File: config.mk
export PLATFORM = sky130hd
export DESIGN_NAME = dll_load_ctrl
export DESIGN_NICKNAME = d
export VERILOG_FILES = /design/src/dll_pkg.sv /design/src/dll_frame_shift.sv /design/src/dll_load_ctrl.sv
export SDC_FILE = /design/constraint.sdc
export NUM_CORES = 1
export LEC_CHECK = 0
export BUFFER_PORTS_ARGS = -buffer_cell sky130_fd_sc_hd__buf_2
export CAP_MARGIN = 20
export CORE_AREA = 2 2 160 100
export CTS_BUF_LIST = sky130_fd_sc_hd__clkbuf_8
export DETAILED_ROUTE_END_ITERATION = 7
export DIE_AREA = 0 0 162 102
export PLACE_DENSITY_LB_ADDON = 0.3
export SYNTH_ARGS = -nofsm -noshare
export SYNTH_HDL_FRONTEND = slang
export SYNTH_HIERARCHICAL = 1
export SYNTH_SLANG_ARGS = --single-unit
File: constraint.sdc
create_clock -name sys_clk_i -period 5 [get_ports sys_clk_i]
set_clock_uncertainty 0.05 [all_clocks]
set_input_delay 0.25 -clock sys_clk_i [delete_from_list [all_inputs] [get_ports sys_clk_i]]
set_output_delay 0.25 -clock sys_clk_i [all_outputs]
set_load 0.005 [all_outputs]
File: src/dll_pkg.sv
/*
  dll_pkg: register offsets, field positions, reset values and timing
  constants for the converter load, limit interrupt and reference control.
  Assumes a 32-bit APB register bus and a 125 MHz system clock.
*/
package dll_pkg;
  localparam int CLK_MHZ = 125;
  localparam int NUM_CH = 4;
  localparam int CODE_W = 12;
  // register byte offsets
  localparam logic [7:0] OFF_INPUT_BASE = 8'h00;
  localparam logic [7:0] OFF_DAC_BASE = 8'h10;
  localparam logic [7:0] OFF_CONFIG = 8'h20;
  localparam logic [7:0] OFF_LOAD_CMD = 8'h24;
  localparam logic [7:0] OFF_IRQ_STATUS = 8'h28;
  localparam logic [7:0] OFF_IRQ_CLEAR = 8'h2C;
  localparam logic [7:0] OFF_IRQ_ENABLE = 8'h30;
  localparam logic [7:0] OFF_LIMITS = 8'h34;
  localparam logic [7:0] OFF_PIN_STATE = 8'h38;
  // config fields
  localparam int CFG_LOAD_PIN_EN = 0;
  localparam int CFG_IRQ_ACT_HIGH = 1;
  localparam int CFG_REF_AB_BUF = 2;
  localparam int CFG_REF_CD_BUF = 3;
  localparam int CFG_REF_AB_INT = 4;
  localparam int CFG_REF_CD_INT = 5;
  localparam int CFG_W = 6;
  localparam logic [CFG_W-1:0] CFG_RESET = 6'h01;
  // interrupt status fields
  localparam int IRQ_TEMP = 0;
  localparam int IRQ_SUPPLY = 1;
  localparam int IRQ_LOAD = 2;
  localparam int IRQ_W = 3;
  // pin state fields
  localparam int PIN_FRAME = 0;
  localparam int PIN_LOAD = 1;
  localparam int PIN_LINK_CLK = 2;
  // timing
  localparam int LOAD_MIN_NS = 20;
  localparam int LOAD_MIN_CYC = (LOAD_MIN_NS * CLK_MHZ + 999) / 1000;
  localparam logic [31:0] RD_UNMAPPED = 32'h0000_0000;
  typedef enum logic [1:0] {
    DLL_FR_IDLE = 2'b00,
    DLL_FR_ACTIVE = 2'b01
  } dll_frame_e;
endpackage

File: src/dll_frame_shift.sv
/*
  dll_frame_shift: serial input register framed by the active-low select.
  Pins arrive already synchronised; samples data on link clock rising
  edges and shifts output on falling edges while the frame is active.
*/
`timescale 1ns/1ns
module dll_frame_shift import dll_pkg::*; #(
  parameter int WORD_W = 16
) (
  // clock and reset
  input wire logic sys_clk_i,
  input wire logic rst_n_i,
  // synchronised pins
  input wire logic frame_n_i,
  input wire logic sclk_i,
  input wire logic din_i,
  // parallel side and serial output
  input wire logic [WORD_W-1:0] tx_word_i,
  output logic [WORD_W-1:0] rx_word_o,
  output logic rx_valid_o,
  output logic dout_o,
  output logic frame_active_o
);
  dll_frame_e state, next_state;
  logic sclk_d, next_sclk_d;
  logic [WORD_W-1:0] rx_sh, next_rx_sh, tx_sh, next_tx_sh, rx_word, next_rx_word;
  logic [$clog2(WORD_W+1)-1:0] cnt, next_cnt;
  logic valid, next_valid, dout, next_dout;
  logic rise, fall;

  assign rise = sclk_i & ~sclk_d;
  assign fall = ~sclk_i & sclk_d;

  always_comb begin
    next_state = state;
    next_sclk_d = sclk_i;
    next_rx_sh = rx_sh;
    next_tx_sh = tx_sh;
    next_rx_word = rx_word;
    next_cnt = cnt;
    next_valid = 1'b0;
    next_dout = dout;
    case (state)
      DLL_FR_IDLE: begin
        if (!frame_n_i) begin
          next_state = DLL_FR_ACTIVE;
          next_cnt = '0;
          next_tx_sh = tx_word_i;
          next_dout = tx_word_i[WORD_W-1];
        end
      end
      DLL_FR_ACTIVE: begin
        if (frame_n_i) begin
          next_state = DLL_FR_IDLE;
          next_dout = 1'b1;
        end else begin
          if (rise) begin
            next_rx_sh = {rx_sh[WORD_W-2:0], din_i};
            if (cnt == WORD_W[$bits(cnt)-1:0] - 1'b1) begin
              next_rx_word = {rx_sh[WORD_W-2:0], din_i};
              next_valid = 1'b1;
              next_cnt = '0;
            end else begin
              next_cnt = cnt + 1'b1;
            end
          end
          if (fall) begin
            next_tx_sh = {tx_sh[WORD_W-2:0], 1'b0};
            next_dout = tx_sh[WORD_W-2];
          end
        end
      end
      default: next_state = DLL_FR_IDLE;
    endcase
  end

  always_ff @(posedge sys_clk_i) begin
    if (!rst_n_i) begin
      state <= DLL_FR_IDLE;
      // idle level of the link clock, so no false edge follows reset
      sclk_d <= 1'b1;
      rx_sh <= '0;
      tx_sh <= '0;
      rx_word <= '0;
      cnt <= '0;
      valid <= 1'b0;
      dout <= 1'b1;
    end else begin
      state <= next_state;
      sclk_d <= next_sclk_d;
      rx_sh <= next_rx_sh;
      tx_sh <= next_tx_sh;
      rx_word <= next_rx_word;
      cnt <= next_cnt;
      valid <= next_valid;
      dout <= next_dout;
    end
  end

  assign rx_word_o = rx_word;
  assign rx_valid_o = valid;
  assign dout_o = dout;
  assign frame_active_o = (state == DLL_FR_ACTIVE);
endmodule

File: src/dll_load_ctrl.sv
/*
  dll_load_ctrl: top of the converter load, limit interrupt and reference
  control. APB slave for registers; pins are asynchronous and synchronised.
  Assumes a 125 MHz sys_clk_i and a synchronous active-low reset.
*/
// Behaviour
// - select falling enables serial input; sample on rising, shift on falling edge
// - load falling edge copies every fresh input register into converter register
// - config bit chooses pin-governed loading; pin governs after reset
// - open-drain limit interrupt, polarity selectable, active low by default
// - reference pair buffering configurable; pairs default to their reference pins
`timescale 1ns/1ns
module dll_load_ctrl import dll_pkg::*; #(
  parameter int CH = NUM_CH,
  parameter int CW = CODE_W
) (
  // clock and reset
  input wire logic sys_clk_i,
  input wire logic rst_n_i,
  // apb slave
  input wire logic psel_i,
  input wire logic penable_i,
  input wire logic pwrite_i,
  input wire logic [7:0] paddr_i,
  input wire logic [31:0] pwdata_i,
  output logic [31:0] prdata_o,
  output logic pready_o,
  output logic pslverr_o,
  // serial port pins
  input wire logic frame_n_i,
  input wire logic sclk_i,
  input wire logic din_i,
  output logic dout_o,
  output logic dout_oe_o,
  // load pin and limit events
  input wire logic dac_load_n_i,
  input wire logic temp_over_i,
  input wire logic supply_over_i,
  // interrupt pin (open drain) and interrupt level
  output logic int_o,
  output logic int_oe_o,
  output logic irq_o,
  // converter side
  output logic [CH*CW-1:0] dac_code_o,
  output logic reference_in_ab_buf_o,
  output logic reference_in_cd_buf_o,
  output logic reference_in_ab_sel_int_o,
  output logic reference_in_cd_sel_int_o
);
  // two-flop synchronisers; stage one feeds only stage two
  logic [5:0] sync1, sync2, next_sync1, next_sync2;
  logic load_d, next_load_d;
  always_comb begin
    next_sync1 = {supply_over_i, temp_over_i, dac_load_n_i, din_i, sclk_i, frame_n_i};
    next_sync2 = sync1;
    next_load_d = sync2[3];
  end
  always_ff @(posedge sys_clk_i) begin
    if (!rst_n_i) begin
      sync1 <= 6'h0B;
      sync2 <= 6'h0B;
      load_d <= 1'b1;
    end else begin
      sync1 <= next_sync1;
      sync2 <= next_sync2;
      load_d <= next_load_d;
    end
  end
  logic f_n, s_clk, s_din, l_n, t_ov, v_ov, load_fall;
  assign {v_ov, t_ov, l_n, s_din, s_clk, f_n} = sync2;
  // relies on the host: a 20 ns pulse covers at least two clock edges, enough here
  assign load_fall = load_d & ~l_n;

  // serial input register
  logic [15:0] rx_word;
  logic rx_valid, ser_dout, frame_act;
  dll_frame_shift #(.WORD_W(16)) u_shift (
    .sys_clk_i(sys_clk_i),
    .rst_n_i(rst_n_i),
    .frame_n_i(f_n),
    .sclk_i(s_clk),
    .din_i(s_din),
    .tx_word_i(16'h0000),
    .rx_word_o(rx_word),
    .rx_valid_o(rx_valid),
    .dout_o(ser_dout),
    .frame_active_o(frame_act)
  );

  // registers
  logic [CW-1:0] in_reg [CH];
  logic [CW-1:0] next_in_reg [CH];
  logic [CW-1:0] dac_reg [CH];
  logic [CW-1:0] next_dac_reg [CH];
  logic [CH-1:0] fresh, next_fresh;
  logic [CFG_W-1:0] cfg, next_cfg;
  logic [IRQ_W-1:0] irq_st, next_irq_st, irq_en, next_irq_en;
  logic wr, rd_access, sw_load, load_evt;

  assign wr = psel_i & penable_i & pwrite_i;
  assign rd_access = psel_i & penable_i & ~pwrite_i;
  assign sw_load = wr && (paddr_i == OFF_LOAD_CMD);
  // pin event when pin enabled, software strobe otherwise
  assign load_evt = cfg[CFG_LOAD_PIN_EN] ? load_fall : sw_load;

  genvar g;
  generate
    for (g = 0; g < CH; g++) begin : g_ch
      logic sw_wr, ser_wr;
      assign sw_wr = wr && (paddr_i == OFF_INPUT_BASE + 8'(4 * g));
      // serial word: channel in [15:14], code below
      assign ser_wr = rx_valid && (rx_word[15:14] == 2'(g));
      always_comb begin
        next_in_reg[g] = in_reg[g];
        next_fresh[g] = fresh[g];
        next_dac_reg[g] = dac_reg[g];
        if (load_evt && fresh[g]) begin
          next_dac_reg[g] = in_reg[g];
          next_fresh[g] = 1'b0;
        end
        // a write in the load cycle keeps the fresh mark so it is not lost
        if (sw_wr) begin
          next_in_reg[g] = pwdata_i[CW-1:0];
          next_fresh[g] = 1'b1;
        end else if (ser_wr) begin
          next_in_reg[g] = rx_word[CW-1:0];
          next_fresh[g] = 1'b1;
        end
      end
      always_ff @(posedge sys_clk_i) begin
        if (!rst_n_i) begin
          in_reg[g] <= '0;
          dac_reg[g] <= '0;
          fresh[g] <= 1'b0;
        end else begin
          in_reg[g] <= next_in_reg[g];
          dac_reg[g] <= next_dac_reg[g];
          fresh[g] <= next_fresh[g];
        end
      end
      assign dac_code_o[g*CW +: CW] = dac_reg[g];
    end
  endgenerate

  // config and interrupt state
  always_comb begin
    next_cfg = cfg;
    next_irq_en = irq_en;
    next_irq_st = irq_st;
    if (wr && paddr_i == OFF_CONFIG) next_cfg = pwdata_i[CFG_W-1:0];
    if (wr && paddr_i == OFF_IRQ_ENABLE) next_irq_en = pwdata_i[IRQ_W-1:0];
    if (wr && paddr_i == OFF_IRQ_CLEAR) next_irq_st = irq_st & ~pwdata_i[IRQ_W-1:0];
    // set wins over a clear in the same cycle
    if (t_ov) next_irq_st[IRQ_TEMP] = 1'b1;
    if (v_ov) next_irq_st[IRQ_SUPPLY] = 1'b1;
    if (load_evt) next_irq_st[IRQ_LOAD] = 1'b1;
  end
  always_ff @(posedge sys_clk_i) begin
    if (!rst_n_i) begin
      cfg <= CFG_RESET;
      irq_st <= '0;
      irq_en <= '0;
    end else begin
      cfg <= next_cfg;
      irq_st <= next_irq_st;
      irq_en <= next_irq_en;
    end
  end

  // limit pin asserted while either limit status is pending and enabled
  logic limit_act, irq_lvl;
  assign limit_act = |(irq_st[IRQ_SUPPLY:IRQ_TEMP] & irq_en[IRQ_SUPPLY:IRQ_TEMP]);
  assign irq_lvl = |(irq_st & irq_en);
  // open drain can only pull low: active high relies on the pull-up when released
  assign int_o = 1'b0;
  assign int_oe_o = cfg[CFG_IRQ_ACT_HIGH] ? ~limit_act : limit_act;
  assign irq_o = irq_lvl;

  assign reference_in_ab_buf_o = cfg[CFG_REF_AB_BUF];
  assign reference_in_cd_buf_o = cfg[CFG_REF_CD_BUF];
  assign reference_in_ab_sel_int_o = cfg[CFG_REF_AB_INT];
  assign reference_in_cd_sel_int_o = cfg[CFG_REF_CD_INT];

  // serial output is open drain too
  assign dout_o = 1'b0;
  assign dout_oe_o = frame_act & ~ser_dout;

  // apb read data, registered; zero-wait answer
  logic [31:0] rdata, next_rdata;
  always_comb begin
    next_rdata = rdata;
    if (psel_i && !penable_i && !pwrite_i) begin
      next_rdata = RD_UNMAPPED;
      case (paddr_i)
        OFF_INPUT_BASE: next_rdata = 32'(in_reg[0]);
        OFF_INPUT_BASE + 8'h04: next_rdata = 32'(in_reg[1]);
        OFF_INPUT_BASE + 8'h08: next_rdata = 32'(in_reg[2]);
        OFF_INPUT_BASE + 8'h0C: next_rdata = 32'(in_reg[3]);
        OFF_DAC_BASE: next_rdata = 32'(dac_reg[0]);
        OFF_DAC_BASE + 8'h04: next_rdata = 32'(dac_reg[1]);
        OFF_DAC_BASE + 8'h08: next_rdata = 32'(dac_reg[2]);
        OFF_DAC_BASE + 8'h0C: next_rdata = 32'(dac_reg[3]);
        OFF_CONFIG: next_rdata = 32'(cfg);
        OFF_IRQ_STATUS: next_rdata = 32'(irq_st);
        OFF_IRQ_ENABLE: next_rdata = 32'(irq_en);
        OFF_LIMITS: next_rdata = 32'({v_ov, t_ov});
        OFF_PIN_STATE: next_rdata = 32'({s_clk, l_n, f_n});
        default: next_rdata = RD_UNMAPPED;
      endcase
    end
  end
  always_ff @(posedge sys_clk_i) begin
    if (!rst_n_i) rdata <= '0;
    else rdata <= next_rdata;
  end
  assign prdata_o = rdata;
  assign pready_o = 1'b1;
  assign pslverr_o = 1'b0;
endmodule

=== Word level (Yosys, flattened, before mapping) ===
Memories as Yosys holds them, arrays and structs flattened.
Index checks and enable logic that the tools add are counted.

* Input bits: 51
* Word-level logic and storage cells: 174
* Memories: 2
* Bits in latches: 0
* Register bits after elaboration: 117
* Memory bits (writable): 96
* Bits in read-only memories: 0
* Output and inout bits: 91

* $lt $le $gt $ge: 0
* Div/mod/pow operators: 0
* Muxes and demuxes: 58
* Reduce and logical (&&, ||, !) cells: 40
* Shift operators: 0
* Eq/ne operators: 25
* Bitwise logic cells: 27
* Multipliers: 0
* Add/subtract/negate cells: 1

{| class="wikitable"
|+ Memories
! memory !! words !! width !! rd ports !! clocked after Yosys merged registers in !! write ports !! RTL line !! RTL
|-
| dac_reg || 4 || 12 || 4 || 0 || 4 || dll_load_ctrl.sv:93 || <nowiki>logic [CW-1:0] dac_reg [CH];</nowiki>
|-
| in_reg || 4 || 12 || 4 || 0 || 4 || dll_load_ctrl.sv:91 || <nowiki>logic [CW-1:0] in_reg [CH];</nowiki>
|}

{| class="wikitable"
|+ Operators with widths
! kind !! number
|-
| two-way mux 12 bit || 20
|-
| case mux 12 bit (13 select lines) || 1
|-
| equality test 8 x 6 -> 1 bit, second input constant || 7
|-
| two-way mux 15 bit || 3
|-
| equality test 8 x 5 -> 1 bit, second input constant || 4
|-
| case mux 15 bit (2 select lines) || 1
|-
| two-way mux 1 bit || 23
|-
| two-way mux 5 bit || 4
|-
| logical AND 1 bit || 18
|-
| equality test 8 x 4 -> 1 bit, second input constant || 2
|-
| AND reduction 4 bit || 3
|-
| nonzero test 3 bit || 4
|-
| case mux 5 bit (2 select lines) || 1
|-
| inverter 1 bit || 9
|-
| equality test 8 x 3 -> 1 bit, second input constant || 1
|-
| zero test 8 bit || 1
|-
| bitwise OR 1 bit || 8
|-
| nonzero test 2 bit || 4
|-
| AND 1 bit || 6
|-
| AND 3 bit || 2
|-
| inequality test 2 bit, second input constant || 3
|-
| AND reduction 3 bit || 2
|-
| adder 5 x 1 -> 5 bit, second input constant || 1
|-
| equality test 5 x 4 -> 1 bit, second input constant || 1
|-
| other kinds (16) || 22
|}

=== Depth between registers and ports, before layout ===
* Depth after elaboration: 8
* Depth in mapped cells: 8
* Gate-level depth less buffers: 6

=== Modules after synthesis ===
Netlist, hierarchy kept.

{| class="wikitable"
|+ Modules (own cells, without submodules)
! module !! instances !! cells each !! seq. area each (um2) !! area an instance (um2)
|-
| dll_load_ctrl || 1 || 726 || 2742.6 || 6518.8
|-
| dll_frame_shift || 1 || 263 || 1101.1 || 2336.0
|}

=== Worst setup path before layout ===
OpenSTA, ideal clock, no wires.

* Path type: input to register
* Start: input paddr_i[7]
* End: memory dac_reg[0][10] (netlist name)
* Buffers on the path: 2
* Slack: 2975 ps
* Library setup time: 132 ps
* Data required time: 4818 ps
* Arrival time: 1843 ps
* Cell stages on the path: 7
* Cell sequence: buf_2 > or4b_4 > o41ai_4 > nand2_1 > clkbuf_1 > nand2_1 > a21oi_1

{| class="wikitable"
|+ RTL lines
! what !! RTL line !! RTL
|-
| start, declared || dll_load_ctrl.sv:24 || <nowiki>input wire logic [7:0] paddr_i,</nowiki>
|-
| end, declared || dll_load_ctrl.sv:93 ||
|}

==> results.py <==
metrics = {
    "outcome": {
        "status": "completed",
    },
    "worst_setup_path": {
        "reg2regPathDepth": 6,
        "cp_cell_sequence": "buf_2, or4b_1, o41ai_4, nand2_1, nand2_1, a21oi_1",
        "slowest_stage": "o41ai_4",
        "cp-start-kind": "input port",
        "critPathKind": "input port to flop",
        "cp-end-kind": "flop",
        "worst-path-max-fanout": 27,
        "cp_top_family": "simple AND/OR/NAND/NOR gates",
        "required_ns": 5.28,
        "cp.arrival_ns": 3.12,
        "cpMostUsedCell": "nand2_1",
        "worst-path-buf-inv": 1,
        "slowest_delay_ns": 0.68,
        "cp_num_cells": 6,
    },
    "floorplanning": {
        "ios": 142,
        "fp.dieArea_um2": 16520,
        "start_util": 0.5865,
        "placementRows": 35,
        "die_w_um": 162,
        "core_um2": 14980,
        "dieHeight_um": 102,
    },
    "placement": {
        "postPlaceCellArea_um2": 9236,
        "dp_cells": 1229,
        "numPortBuffers": 97,
        "post-place-ws_ns": 1.787,
        "place_congestion": 0.9825,
        "dpl.hpwl_um": 17540,
    },
    "timing": {
        "slew_headroom": 0.2548,
        "period_minus_slack_ns": 2.846,
        "max_freq_mhz": 351.4,
        "final.setup.worst_slack_ns": 2.154,
        "grt_setup_unrepaired": "no",
        "setup_viol": 0,
        "hold_viol": 0,
        "period_share": 0.5692,
        "whs_ns": 0.03981,
        "tns_ns": 0,
        "finalMaxSlewViolations": 0,
        "worst_slew_pin_slew_ns": 1.115,
    },
    "synthesis": {
        "ys.warnings.count": 6,
        "syn_inst": 981,
        "syn_area_um2": 8785,
        "avgSynthCellArea_um2": 8.955,
    },
    "detailed_routing": {
        "drtAntennaViolNets": 0,
        "vias": 7835,
        "drc": 0,
        "wire_per_inst_um": 20.28,
        "drt_iter0_markers": 894,
        "vias_per_cell": 6.174,
        "firstDrtPassIters": 6,
        "wl_um": 25730,
    },
    "global_routing": {
        "overflow": 0,
        "antenna_found_initial": 0,
        "gr-usage-all-layers": 0.3113,
        "grtUsageMet1": 0.4610,
        "met2_usage": 0.4295,
        "grt_pass1_wl_um": 39250,
        "use_met3": 0.09537,
        "grt_max_degree": 74,
        "grt.busiest_layer": "met1",
        "grt_pass1_vias": 6938,
    },
    "cts": {
        "clockBufferDepth": 2,
        "post_cts_resized": 0,
        "post_cts_buffers": 0,
        "cts_buffers": 17,
        "clk_pin_slew_worst_paths_ns": 0.11,
        "cts_root_buf": "clkbuf_8",
        "cts-hold-fix-buffers": 6,
        "htreeDepth": 4,
        "tritoncts": "yes",
        "clock_sinks": 190,
        "insertion_delay_ns": 0.48,
    },
    "power": {
        "p_total_mw": 2.894,
        "leakage_nw": 3.964,
        "power_frac_seq": 0.556,
        "p_int_mw": 2.073,
        "p_switching_uw": 821.4,
        "max-vdd-ir-drop_mv": 0.1354,
        "power.density_nw_per_um2": 298.5,
        "clkPwrFrac": 0.337,
        "swShare": 0.2838,
        "p_comb_frac": 0.107,
    },
    "min_path": {
        "whs_path_depth": 3,
        "hp-class": "input port to flop",
    },
    "cells_and_area": {
        "fin_cells": 1269,
        "stdcell_area_um2": 9698,
        "nNetsFinal": 1108,
        "fill_cells": 1288,
        "final_util": 0.6475,
        "diodes": 0,
        "drive_gt1_frac": 0.1679,
        "area_growth_pct": 10.40,
    },
    "run": {
        "cap_viol_max_count": 0,
    },
}
-- layout make-up --
cell class,count,area [um2],share of cell area
Timing Repair Buffer,112,628.1,0.06477
Sequential cell,190,3804,0.3922
Clock inverter,14,123.9,0.01277
Inverter,3,12.51,0.001290
Clock buffer,18,247.7,0.02555
Multi-Input combinational cell,729,4628,0.4772
Tap cell,203,254.0,0.02619
-- metal layers --
metal / vias up / wire length (um)
met4: 0 / 524
li1: 3577 / -
met2: 507 / 10120
met1: 3696 / 11550
met5: - / 0
met3: 55 / 3538
-- worst paths after layout --
kind,start,to,slack (ns)
hold / removal,pwdata_i[8],in_reg[3][8]$_SDFFE_PN0P_,0.04
setup / recovery,paddr_i[2],dac_reg[1][8]$_SDFFE_PN0P_,2.15
setup reg to reg,u_shift/state[0]$_SDFFE_PN0P_,u_shift/rx_word_o[3]$_SDFFE_PN0P_,2.37
hold reg to reg,next_sync2[3]$_SDFF_PN1_,sync2[3]$_SDFF_PN1_,0.37
-- tightest hold or removal path, stage by stage --
cell      delay [ns]
buf_2           0.13
nor2_1          0.10
a211oi_1        0.05
-- cells in the final DEF (no fill, tap or decap), types with 18 or more instances in the layout --
cell,n
mux2i_1,71
conb_1,40
a21oi_1,60
buf_2,97
nand2_1,157
nor2_1,72
clkbuf_8,18
nand3_1,70
a211oi_1,48
dfxtp_1,190
-- power groups by stage --
stage / Clock [mW] / Combinational, mW / Sequential [mW]
CTS: 0.977 / 0.296 / 1.61
floorplan: 0 / 0.245 / 1.63
global placement: 0 / 0.287 / 1.64
finish: 0.975 / 0.311 / 1.61
detailed placement: 0 / 0.292 / 1.64
global route: 1.04 / 0.338 / 1.62
No activity file was read; power rests on OpenSTA's default activity.
